===== src/verilog/oag_defs.svh =====
// Constants for the operand address generator.
`ifndef OAG_DEFS_SVH
`define OAG_DEFS_SVH

// ----------------------------------------------------------------------
// Widths
// ----------------------------------------------------------------------
`define OAG_OFF_W 16
`define OAG_BYTE_W 8
`define OAG_NIB_W 4
`define OAG_PHYS_W 20
`define OAG_SEG_SHIFT 4
`define OAG_PTR_W 32
`define OAG_LEN_W 17

// ----------------------------------------------------------------------
// Values
// ----------------------------------------------------------------------
`define OAG_ZERO16 16'h0000
`define OAG_ZERO8 8'h00
`define OAG_SEG_PAD 4'h0
`define OAG_BCD_MAX 4'h9
`define OAG_STR_FULL 17'h10000

`endif


===== src/verilog/oag_pkg.sv =====
// Types for the operand address generator.
package oag_pkg;

  // Operand source chosen by the decoder.
  typedef enum logic [1:0] {
    OAG_SRC_REG = 2'b00,
    OAG_SRC_IMM = 2'b01,
    OAG_SRC_MEM = 2'b10
  } oag_src_t;

  // Memory addressing modes.
  typedef enum logic [2:0] {
    OAG_AM_DIRECT = 3'b000,
    OAG_AM_REG_IND = 3'b001,
    OAG_AM_BASED = 3'b010,
    OAG_AM_INDEXED = 3'b011,
    OAG_AM_BASE_IDX = 3'b100,
    OAG_AM_BASE_IDX_DISP = 3'b101
  } oag_amode_t;

  // Segment register selection.
  typedef enum logic [1:0] {
    OAG_SEG_EXTRA = 2'b00,
    OAG_SEG_CODE = 2'b01,
    OAG_SEG_STACK = 2'b10,
    OAG_SEG_DATA = 2'b11
  } oag_seg_t;

endpackage : oag_pkg


===== src/verilog/oag_ea_adder.sv =====
// Three-term effective address adder with 16-bit wrap.
`timescale 1ns/10ps
`include "oag_defs.svh"

module oag_ea_adder #(
  parameter int OFF_W = `OAG_OFF_W
) (
  // Terms and their enables.
  input wire logic [OFF_W-1:0] base_i,
  input wire logic [OFF_W-1:0] index_i,
  input wire logic [OFF_W-1:0] disp_i,
  input wire logic use_base_i,
  input wire logic use_index_i,
  input wire logic use_disp_i,
  // Wrapped sum.
  output logic [OFF_W-1:0] sum_o
);

  // Refuse widths the segment arithmetic cannot serve.
  if (OFF_W != `OAG_OFF_W) begin : g_bad_width
    $error("oag_ea_adder: offset width must be 16");
  end

  // Unused terms are forced to zero before the sum.
  wire [OFF_W-1:0] base_term = use_base_i ? base_i : '0;
  wire [OFF_W-1:0] index_term = use_index_i ? index_i : '0;
  wire [OFF_W-1:0] disp_term = use_disp_i ? disp_i : '0;

  // The target width drops every carry out of the top bit.
  assign sum_o = base_term + index_term + disp_term;

endmodule : oag_ea_adder


===== src/verilog/oag_top.sv =====
// Operand source, effective offset and segment selection for one operand.
//
// Notes on behaviour
// - Register operands come from a general register, byte or word wide.
// - Immediate operands come from the instruction bytes only.
// - Memory offset sums any of displacement, base and index.
// - Carry out of bit 15 is dropped; the offset wraps.
// - Byte displacements are sign-extended to 16 bits.
// - Direct mode offset is the displacement alone.
// - Register indirect offset is exactly one base or index register.
// - Based mode adds displacement and one base register.
// - Indexed mode adds displacement and one index register.
// - Based indexed mode adds base and index, no displacement.
// - Based indexed with displacement adds all three terms.
// - Data references default to the data segment.
// - Instruction fetches always use the code segment, never overridden.
// - Stack operations and base-pointer references use the stack segment.
// - String references indexed by destination index use extra segment.
// - An override prefix replaces the implicit segment for data operands.
// - Signed byte and word operands are two's complement values.
// - Double words pair data register high with accumulator low.
// - Packed decimal bytes hold one digit in each nibble.
// - Pointers are a 16-bit offset or segment plus offset.
// - Strings span one byte up to 64 Kbyte in one segment.
// - Physical address is segment shifted left four plus offset.
`timescale 1ns/10ps
`include "oag_defs.svh"

module oag_top import oag_pkg::*; (
  // Clock and reset.
  input wire logic sys_clk_i,
  input wire logic sys_rst_i,
  // Decoder request.
  input wire logic req_i,
  input wire oag_src_t src_i,
  input wire logic wide_i,
  input wire logic [2:0] reg_sel_i,
  input wire logic [15:0] imm_i,
  input wire oag_amode_t amode_i,
  input wire logic [15:0] disp_i,
  input wire logic disp_wide_i,
  input wire logic base_is_ptr_i,
  input wire logic index_is_dest_i,
  input wire logic ind_is_index_i,
  // Access kind and override prefix.
  input wire logic fetch_i,
  input wire logic stack_op_i,
  input wire logic string_dest_i,
  input wire logic ovr_valid_i,
  input wire oag_seg_t ovr_seg_i,
  // General registers.
  input wire logic [15:0] accumulator_reg_i,
  input wire logic [15:0] count_reg_i,
  input wire logic [15:0] data_reg_i,
  input wire logic [15:0] base_reg_i,
  input wire logic [15:0] stack_ptr_i,
  input wire logic [15:0] base_pointer_reg_i,
  input wire logic [15:0] src_index_reg_i,
  input wire logic [15:0] dest_index_reg_i,
  // Segment registers.
  input wire logic [15:0] code_seg_reg_i,
  input wire logic [15:0] data_seg_reg_i,
  input wire logic [15:0] extra_seg_reg_i,
  input wire logic [15:0] stack_seg_reg_i,
  // Pointer and string inputs.
  input wire logic ptr_far_i,
  input wire logic [31:0] ptr_data_i,
  input wire logic [15:0] str_count_i,
  // Operand results.
  output logic done_o,
  output logic [15:0] opnd_o,
  output logic [15:0] opnd_sext_o,
  output logic [31:0] dword_o,
  output logic [3:0] bcd_hi_o,
  output logic [3:0] bcd_lo_o,
  output logic bcd_ok_o,
  // Address results.
  output logic mem_valid_o,
  output oag_seg_t seg_sel_o,
  output logic [15:0] seg_o,
  output logic [15:0] off_o,
  output logic [19:0] phys_o,
  // Pointer and string results.
  output logic [15:0] ptr_seg_o,
  output logic [15:0] ptr_off_o,
  output logic [16:0] str_bytes_o
);

  // --------------------------------------------------------------------
  // Register operand selection
  // --------------------------------------------------------------------

  // General registers in encoding order, low byte halves first.
  wire [15:0] gpr [8];
  assign gpr[0] = accumulator_reg_i;
  assign gpr[1] = count_reg_i;
  assign gpr[2] = data_reg_i;
  assign gpr[3] = base_reg_i;
  assign gpr[4] = stack_ptr_i;
  assign gpr[5] = base_pointer_reg_i;
  assign gpr[6] = src_index_reg_i;
  assign gpr[7] = dest_index_reg_i;

  // Byte codes 4..7 name the high halves of the first four registers.
  wire [2:0] byte_word = {1'b0, reg_sel_i[1:0]};
  wire [15:0] byte_src = gpr[byte_word];
  wire [7:0] reg_byte = reg_sel_i[2] ? byte_src[15:8] : byte_src[7:0];
  wire [15:0] reg_val = wide_i ? gpr[reg_sel_i]
                               : {`OAG_ZERO8, reg_byte};

  // Immediate data is taken from the instruction bytes alone.
  wire [15:0] imm_val = wide_i ? imm_i
                               : {`OAG_ZERO8, imm_i[7:0]};

  // Operand value by source; memory data arrives later over the bus.
  wire is_reg = (src_i == OAG_SRC_REG);
  wire is_imm = (src_i == OAG_SRC_IMM);
  wire is_mem = (src_i == OAG_SRC_MEM);
  wire [15:0] opnd_val = is_reg ? reg_val
                       : is_imm ? imm_val : `OAG_ZERO16;

  // Byte operands widened as two's complement for signed arithmetic.
  wire [15:0] opnd_sext = wide_i ? opnd_val
                        : {{8{opnd_val[7]}}, opnd_val[7:0]};

  // Packed decimal digits from the low operand byte.
  wire [3:0] bcd_hi = opnd_val[7:4];
  wire [3:0] bcd_lo = opnd_val[3:0];
  wire bcd_ok = (bcd_hi <= `OAG_BCD_MAX) && (bcd_lo <= `OAG_BCD_MAX);

  // --------------------------------------------------------------------
  // Effective address
  // --------------------------------------------------------------------

  // Byte displacements are sign-extended before the add.
  wire [15:0] disp_ext = disp_wide_i ? disp_i
                       : {{8{disp_i[7]}}, disp_i[7:0]};

  // Term enables per addressing mode.
  wire am_dir = (amode_i == OAG_AM_DIRECT);
  wire am_ind = (amode_i == OAG_AM_REG_IND);
  wire am_bas = (amode_i == OAG_AM_BASED);
  wire am_idx = (amode_i == OAG_AM_INDEXED);
  wire am_bi = (amode_i == OAG_AM_BASE_IDX);
  wire am_bid = (amode_i == OAG_AM_BASE_IDX_DISP);
  wire use_disp = am_dir | am_bas | am_idx | am_bid;
  wire use_base = (am_ind & ~ind_is_index_i) | am_bas
                | am_bi | am_bid;
  wire use_index = (am_ind & ind_is_index_i) | am_idx
                 | am_bi | am_bid;

  // Base is base or base pointer; index is source or destination.
  wire [15:0] base_val = base_is_ptr_i ? base_pointer_reg_i : base_reg_i;
  wire [15:0] index_val = index_is_dest_i ? dest_index_reg_i
                                        : src_index_reg_i;

  // Wrapping three-term sum.
  wire [15:0] ea_sum;
  oag_ea_adder #(
    .OFF_W(`OAG_OFF_W)
  ) u_ea (
    .base_i(base_val),
    .index_i(index_val),
    .disp_i(disp_ext),
    .use_base_i(use_base),
    .use_index_i(use_index),
    .use_disp_i(use_disp),
    .sum_o(ea_sum)
  );

  // --------------------------------------------------------------------
  // Segment selection
  // --------------------------------------------------------------------

  // Implicit segment: stack for push, pop and base pointer references,
  // extra for destination-indexed strings, data otherwise.
  wire uses_bptr = use_base & base_is_ptr_i;
  wire imp_stack = stack_op_i | uses_bptr;
  wire imp_extra = string_dest_i & use_index & index_is_dest_i;
  wire oag_seg_t imp_seg = imp_stack ? OAG_SEG_STACK
                         : imp_extra ? OAG_SEG_EXTRA
                         : OAG_SEG_DATA;

  // Fetches, pushes, pops and string destinations cannot be redirected.
  wire ovr_ok = ovr_valid_i & ~stack_op_i & ~imp_extra;
  wire oag_seg_t sel_seg = fetch_i ? OAG_SEG_CODE
                         : ovr_ok ? ovr_seg_i
                         : imp_seg;

  // Segment value for the chosen register.
  wire [15:0] seg_val = (sel_seg == OAG_SEG_CODE) ? code_seg_reg_i
                      : (sel_seg == OAG_SEG_STACK) ? stack_seg_reg_i
                      : (sel_seg == OAG_SEG_EXTRA) ? extra_seg_reg_i
                      : data_seg_reg_i;

  // Physical address from shifted segment plus offset.
  wire [19:0] phys_val = {seg_val, `OAG_SEG_PAD}
                       + {`OAG_SEG_PAD, ea_sum};

  // --------------------------------------------------------------------
  // Pairs, pointers and strings
  // --------------------------------------------------------------------

  // Double word with data register above accumulator.
  wire [31:0] dword_val = {data_reg_i, accumulator_reg_i};

  // A far pointer carries segment high and offset low.
  wire [15:0] ptr_seg = ptr_far_i ? ptr_data_i[31:16]
                                  : `OAG_ZERO16;
  wire [15:0] ptr_off = ptr_data_i[15:0];

  // A count of zero stands for a full 64 Kbyte segment.
  wire [16:0] str_bytes = (str_count_i == `OAG_ZERO16) ? `OAG_STR_FULL
                        : {1'b0, str_count_i};

  // --------------------------------------------------------------------
  // Output registers
  // --------------------------------------------------------------------

  logic done_q;
  logic mem_q;

  // Handshake flags, cleared by reset.
  always_ff @(posedge sys_clk_i) begin
    if (sys_rst_i) begin
      done_q <= 1'b0;
      mem_q <= 1'b0;
    end else begin
      done_q <= req_i;
      mem_q <= req_i & is_mem;
    end
  end

  // Address results load together so segment and offset stay paired.
  always_ff @(posedge sys_clk_i) begin
    if (sys_rst_i) begin
      seg_sel_o <= OAG_SEG_DATA;
      seg_o <= `OAG_ZERO16;
      off_o <= `OAG_ZERO16;
      phys_o <= '0;
    end else if (req_i) begin
      seg_sel_o <= sel_seg;
      seg_o <= seg_val;
      off_o <= ea_sum;
      phys_o <= phys_val;
    end
  end

  // Operand data results.
  always_ff @(posedge sys_clk_i) begin
    if (sys_rst_i) begin
      opnd_o <= `OAG_ZERO16;
      opnd_sext_o <= `OAG_ZERO16;
      bcd_hi_o <= '0;
      bcd_lo_o <= '0;
      bcd_ok_o <= 1'b0;
    end else if (req_i) begin
      opnd_o <= opnd_val;
      opnd_sext_o <= opnd_sext;
      bcd_hi_o <= bcd_hi;
      bcd_lo_o <= bcd_lo;
      bcd_ok_o <= bcd_ok;
    end
  end

  // Pair, pointer and string results.
  always_ff @(posedge sys_clk_i) begin
    if (sys_rst_i) begin
      dword_o <= '0;
      ptr_seg_o <= `OAG_ZERO16;
      ptr_off_o <= `OAG_ZERO16;
      str_bytes_o <= '0;
    end else if (req_i) begin
      dword_o <= dword_val;
      ptr_seg_o <= ptr_seg;
      ptr_off_o <= ptr_off;
      str_bytes_o <= str_bytes;
    end
  end

  assign done_o = done_q;
  assign mem_valid_o = mem_q;

  // --------------------------------------------------------------------
  // Assertions
  // --------------------------------------------------------------------

  property p_disp_only;
    @(posedge sys_clk_i) disable iff (sys_rst_i)
    req_i && am_dir |=> off_o == $past(disp_ext);
  endproperty
  a_disp_only: assert property (p_disp_only)
    else $error("direct offset differs from displacement");

  property p_sign_ext;
    @(posedge sys_clk_i) disable iff (sys_rst_i)
    req_i && am_dir && !disp_wide_i |=>
      off_o[15:8] == {8{off_o[7]}};
  endproperty
  a_sign_ext: assert property (p_sign_ext)
    else $error("byte displacement not sign extended");

  property p_base_idx;
    @(posedge sys_clk_i) disable iff (sys_rst_i)
    req_i && am_bi |=>
      off_o == 16'($past(base_val) + $past(index_val));
  endproperty
  a_base_idx: assert property (p_base_idx)
    else $error("based indexed offset wrong");

  property p_all_three;
    @(posedge sys_clk_i) disable iff (sys_rst_i)
    req_i && am_bid |=> off_o == 16'($past(base_val)
      + $past(index_val) + $past(disp_ext));
  endproperty
  a_all_three: assert property (p_all_three)
    else $error("three-term offset wrong");

  property p_fetch_code;
    @(posedge sys_clk_i) disable iff (sys_rst_i)
    req_i && fetch_i |=> seg_sel_o == OAG_SEG_CODE;
  endproperty
  a_fetch_code: assert property (p_fetch_code)
    else $error("fetch not on code segment");

  property p_stack_seg;
    @(posedge sys_clk_i) disable iff (sys_rst_i)
    req_i && !fetch_i && stack_op_i |=> seg_sel_o == OAG_SEG_STACK;
  endproperty
  a_stack_seg: assert property (p_stack_seg)
    else $error("stack access not on stack segment");

  property p_override;
    @(posedge sys_clk_i) disable iff (sys_rst_i)
    req_i && !fetch_i && ovr_ok |=> seg_sel_o == $past(ovr_seg_i);
  endproperty
  a_override: assert property (p_override)
    else $error("override segment ignored");

  property p_default_data;
    @(posedge sys_clk_i) disable iff (sys_rst_i)
    req_i && !fetch_i && !ovr_valid_i && !imp_stack && !imp_extra
      |=> seg_sel_o == OAG_SEG_DATA;
  endproperty
  a_default_data: assert property (p_default_data)
    else $error("default segment is not data");

  property p_phys;
    @(posedge sys_clk_i) disable iff (sys_rst_i)
    mem_valid_o |-> phys_o == {seg_o, 4'h0} + {4'h0, off_o};
  endproperty
  a_phys: assert property (p_phys)
    else $error("physical address mismatch");

  property p_mem_pulse;
    @(posedge sys_clk_i) disable iff (sys_rst_i)
    req_i && is_mem |=> mem_valid_o && done_o;
  endproperty
  a_mem_pulse: assert property (p_mem_pulse)
    else $error("memory result not flagged");

  c_wrap: cover property (@(posedge sys_clk_i) disable iff (sys_rst_i)
    req_i && am_bid && (ea_sum < base_val));
  c_override: cover property (@(posedge sys_clk_i)
    disable iff (sys_rst_i) req_i && ovr_ok && is_mem);
  c_string_dest: cover property (@(posedge sys_clk_i)
    disable iff (sys_rst_i) req_i && imp_extra);

endmodule : oag_top


===== config.mk =====
export PLATFORM = sky130hd
export DESIGN_NAME = oag_top
export DESIGN_NICKNAME = d
export VERILOG_FILES = /design/src/verilog/oag_pkg.sv /design/src/verilog/oag_ea_adder.sv /design/src/verilog/oag_top.sv
export VERILOG_INCLUDE_DIRS = /design/src /design/src/verilog
export SDC_FILE = /design/constraint.sdc
export NUM_CORES = 1
export LEC_CHECK = 0
export BUFFER_PORTS_ARGS = -buffer_cell sky130_fd_sc_hd__buf_2
export CAP_MARGIN = 20
export CORE_AREA = 2 2 184 186
export CTS_BUF_LIST = sky130_fd_sc_hd__clkbuf_4
export CTS_CLUSTER_SIZE = 16
export DETAILED_ROUTE_END_ITERATION = 10
export DIE_AREA = 0 0 186 188
export PLACE_DENSITY_LB_ADDON = 0.3
export SETUP_SLACK_MARGIN = 0.2
export SLEW_MARGIN = 10
export SYNTH_ARGS = -nofsm -noshare
export SYNTH_HDL_FRONTEND = slang
export SYNTH_SLANG_ARGS = --single-unit

===== constraint.sdc =====
create_clock -name sys_clk_i -period 5.45 [get_ports sys_clk_i]
set_input_delay 0.2725 -clock sys_clk_i [delete_from_list [all_inputs] [get_ports sys_clk_i]]
set_output_delay 0.2725 -clock sys_clk_i [all_outputs]
set_load 0.05 [all_outputs]

# After elaboration in Yosys (flattened, before gate mapping)
# Index checks and enable logic that the tools add are counted.
# totals
in_bits,295
register_bits,178
mem_bits_rw,0
latch_bits,0
mem_bits_ro,0
wordCells,86
n_memories,0
# classes
order_cmp,4
n_eq_ne,9
addsub,3
muxes,27
div,0
multipliers,0
shift,0
bitwise_logic,23
reduce_logical,5
# ops
operator,count
16-bit two-way mux,19
16-bit binary-select mux with 3-bit select,2
16-bit adder,2
20-bit by 16-bit adder with 20-bit output,1
17-bit two-way mux,1
16-bit zero test,1
1-bit bitwise OR,10
1-bit bitwise AND,8
4-bit greater-or-equal comparator (second input constant),2
4-bit less-or-equal comparator (second input constant),2
2-bit two-way mux,4
8-bit two-way mux,1
3-bit by 2-bit equality test with 1-bit output (second input constant),2
3-bit equality test (second input constant),2
2-bit by 1-bit equality test with 1-bit output (second input constant),2
2-bit equality test (second input constant),2
2-bit zero test,2
2-bit NOT with 4-bit output,1
3-bit NOT with 4-bit output,1
3-bit by 1-bit equality test with 1-bit output (second input constant),1
3-bit zero test,1
1-bit NOT,3
1-bit logical AND,1

# Logic depth before layout (Yosys ltp)
# depth
word_depth,16
ltp_mapped,25

# Modules after synthesis
# From an unflattened synthesis, not the netlist that was laid out.
# unflattened
cells_unflattened,1055
area_unflattened_um2,9821.9
# by_module_without_submodules
mod,cells_per_inst,seq_area_each_um2,n_inst,area_each_um2
oag_top,862,3163.0,1,8461.9
oag_ea_adder,193,0.0,1,1360.1

# Worst setup path after synthesis
# OpenSTA, ideal clock, no wires.
# synth_path
kind,input port to flip-flop
startpoint,input port amode_i[2]
endpoint,register phys_o[18]
path_stages,21
n_path_buf,2
t_required_ps,5355
setup_slack_ps,702
arrival_time_ps,4652
cell_sequence,buf_6 > o21ai_0 > o31a_1 > clkbuf_1 > nand2_1 > fa_1 > inv_1 > ha_1 > a2111o_1 > o2111a_1 > o21a_1 > o21ai_0 > a21oi_1 > o21ai_0 > and3_1 > nor2_1 > ha_1 > and3_1 > nor4b_1 > o21ai_0 > o311ai_1
# synth_between
word_cells_on_any_way,39
cone_classes,add/sub (3); eq/ne (7); mux (10); bitwise (17); reduce/logical (2)
# synth_lines
item,line_no,text
start: declaration,oag_top.sv:39,"input wire oag_amode_t amode_i,"
3-bit by 1-bit equality test with 1-bit output,oag_top.sv:141,wire am_ind = (amode_i == OAG_AM_REG_IND);
"1-bit bitwise AND, on equally long branches","oag_top.sv:147, oag_top.sv:149",
"1-bit bitwise OR, on equally long branches","oag_top.sv:147, oag_top.sv:149",
"1-bit bitwise OR, on equally long branches (2 in a row)","oag_top.sv:148, oag_top.sv:150",
"16-bit two-way mux, on equally long branches","oag_ea_adder.sv:25, oag_ea_adder.sv:26",
16-bit adder,oag_ea_adder.sv:30,assign sum_o = base_term + index_term + disp_term;
16-bit adder *,oag_ea_adder.sv:30,
net ea_sum[15],oag_top.sv:158,wire [15:0] ea_sum;
20-bit by 16-bit adder with 20-bit output *,oag_top.sv:197,"wire [19:0] phys_val = {seg_val, `OAG_SEG_PAD}"
end signal: assignment,oag_top.sv:245,phys_o <= phys_val;
end: declaration,oag_top.sv:82,"output logic [19:0] phys_o,"
# Mark *: on every way through the listed nets, which the timed path passes. The rest lies on a longest branch.
# A chain may end at the register's enable or synchronous reset.

# Worst setup path in the final report
# layout_path
startpoint,input port amode_i[2]
endpoint,register phys_o[17]
# The elaborated chain is that of the path after synthesis.

==> results.yml <==
timing:
  finalSetupTns_ns: 0
  fin_skew_ns: 0
  finalSetupViolCount: 0
  slew_headroom_pct: 35.3
  slew_violations: 0
  rsz0062_at_grt: "no"
  clock.fmax_mhz: 214
  tightest_slew_ns: 0.970
  period_needed_ns: 4.66
  timing.final.crit_share_pct: 85.5
  finalHoldViolCount: 0
synth:
  synth_ff_type: "dfxtp_1"
  yosys_register_bits: 158
  synth_adder_area_share_pct: 6.55
  synth.area.top_cells: "dfxtp_1, mux2i_1, mux4_2"
  synth-simple-area-share_pct: 14.3
  synth_cell_types: 76
  synth_area_per_cell_um2: 9.43
  synth_top_family_by_area: "multiplexers"
  synth.net_count: 1395
  netlist.area_leader.share_pct: 31.7
  synth.mux.area_fraction_pct: 24.9
  netlist_instances: 1058
  synth_area_leader_cell: "dfxtp_1"
  synth_xor_area_share_pct: 1.84
  synth_compound_area_share_pct: 14.5
  ys_seq_area_share_pct: 31.7
  synth-edff-count: 0
  synth_warnings: 0
  async_reset_ff_share_pct: 0
  synth_area_um2: 9970
global_route:
  antenna_found_initial: 3
  first_global_vias: 9650
  globalRoute.totalOverflow: 0
  grtUsageTotal_pct: 21.4
  grt_max_degree: 85
  grt_pass1_wl_um: 56500
clocking:
  htreeDepth: 4
  clk_latency_ns: 0.56
  path_clk_slew_ns: 0.15
  cts_buffers: 17
  holdBufCountCts: 79
  clockBufferDepth: 2
  cts_setup_buffers: 0
  cts_tree: "built"
  root_buffer: "clkbuf_4"
  cts_sinks: 158
  post_cts_resized: 0
worst_setup_path:
  critPathMaxStageDelay_ns: 0.45
  worstSetupStartpointType: "primary input"
  cp_cell_sequence: "buf_2 -> o21ai_0 -> o31a_1 -> buf_4 -> nor2b_1 -> fa_1 -> ha_1 -> inv_1 -> fa_1 -> nor2b_1 -> o21ai_0 -> a21oi_1 -> ha_1 -> a21o_1 -> a21oi_1 -> o21ai_0 -> o211ai_1 -> a211oi_2 -> nor4b_2 -> o311ai_4 -> a2111oi_2 -> a311oi_2"
  worstReg2RegStart: "phys_o[19]"
  worstPathMaxFanout: 15
  r2r_cells: 3
  startpoint: "amode_i[2]"
  reg2reg_to: "phys_o[19]"
  cp_data_required_time_ns: 5.88
  crit_path_end_kind: "register"
  reg2reg_slack_ns: 4.49
  timing.critical_path.mode_cell: "o21ai_0"
  critPathKind: "primary input to register"
  cp_slowest_cell: "fa_1"
  crit_arrival_ns: 5.09
  worstSetupEndpoint: "phys_o[17]"
drt:
  first_pass_iters: 5
  wl_per_cell_um: 19.4
  drc: 0
  ant_nets: 0
  vias_per_cell: 4.95
  vias: 9974
  drt-total-wl_um: 39200
  initialDrtViolationCount: 523
finish:
  instances_no_fill: 2014
  layout_commonest_cell: "buf_2"
  final_cell_mix: "buf_2, nor2_1, dfxtp_1"
  layout-drive-gt1-share_pct: 39.8
  num-nets-final: 1889
  fin_util_pct: 41.3
  syn2layout_area_growth_pct: 37.0
  nFillCells: 3385
floorplanning:
  ioPinCount: 473
  fp.coreArea_um2: 33100
  die_w_um: 186
  die_height_um: 188
  placementRows: 67
  dieArea_um2: 35000
  start_util_pct: 30.1
place:
  port_buffers: 472
  dp_hpwl_um: 31100
  dp_cells: 1901
  globalplace.congestion: 0.879
power:
  power.density_nw_per_um2: 294
  ir_worst_vdd_mv: 0.132
  p_leak_uw: 0.00665
min_path:
  holdCritPathClass: "primary input to register"
outcome:
  status: "finished, final reports clean"
flow_run:
  cap_violations: 0
area by class of cell:
type	instances	area (um2)	share of cell area, %
antenna	1	2.50	0.0183
clock buffer	17	128	0.934
clock inverter	15	185	1.36
inverter	44	165	1.21
multi-input combinational	767	6200	45.3
sequential	158	3160	23.1
tap	448	561	4.10
timing repair buffer	564	3270	23.9
power breakdown:
| group | total, uW | leakage, uW | switching, uW | internal, uW |
|---|---|---|---|---|
| logic | 1890 | 0.00518 | 1220 | 675 |
| clock network | 795 | 0.000168 | 505 | 290 |
| registers | 1330 | 0.00130 | 60.7 | 1270 |
metrics by stage:
step	setup slack [ns]	hold WS [ns]	power (uW)	cell area [um2]
after CTS	0.887	0.00275	4050	13700
after global placement	0.365	0.448	3180	12500
after global routing	0.449	0.00896	4240	13700
after floorplan	0.702	0.404	2660	9970
after detailed placement	0.250	0.461	3190	12500
final	0.788	0.0765	4010	13700
cell families after synthesis:
logic type / count (synthesis)
muxes: 187
buffers and inverters: 133
AOI/OAI and AO/OA: 188
and+or+nand+nor: 329
DFF: 158
xor gates and xnor gates: 21
adders and majority gates: 42
critical path: cells and delay by family:
family	cells	cell delay, ns
buffers and inverters	3	0.43
adders and majority gates	4	1.15
and+or+nand+nor	3	0.90
AOI/OAI and AO/OA	12	2.33
how the worst min path moves through the flow:
stage / start / end / slack (ns) / cells after the start
floorplan: sys_rst_i / seg_sel_o[1] / 0.40 / 2
global placement: seg_sel_o[0] / seg_sel_o[0] / 0.45 / 1
detailed placement: seg_sel_o[0] / seg_sel_o[0] / 0.46 / 1
CTS: src_i[1] / mem_valid_o / 0.003 / 2
global route: src_i[1] / mem_valid_o / 0.009 / 2
finish: src_i[1] / mem_valid_o / 0.08 / 2
routing by layer:
layer	global-route usage, %	up-vias	part of all wire [%]
met2	37.6	434	49
met1	26.4	4732	42
met4	5.54	4	1.8
li1	-	4762	-
met5	0	-	0.066
met3	4.51	42	6.6
state kept, by name, summed over array words and instances (netlist names):
signal,count
bcd_ok_o,1
done_o,1
dword_o,32
mem_valid_o,1
off_o,16
opnd_o,16
opnd_sext_o,8
phys_o,16
ptr_off_o,16
ptr_seg_o,16
seg_o,16
seg_sel_o,2
str_bytes_o,17
cells in the mapped netlist, types with 22 or more instances:
master,n
nor2_1,185
dfxtp_1,158
mux2i_1,104
nand2_1,74
clkbuf_1,50
mux4_2,45
inv_1,44
mux2_2,37
a21oi_1,34
a22oi_1,25
ha_1,25
a211oi_1,23
buf_4,22
Note: power is estimated with default switching activity, not from simulation.
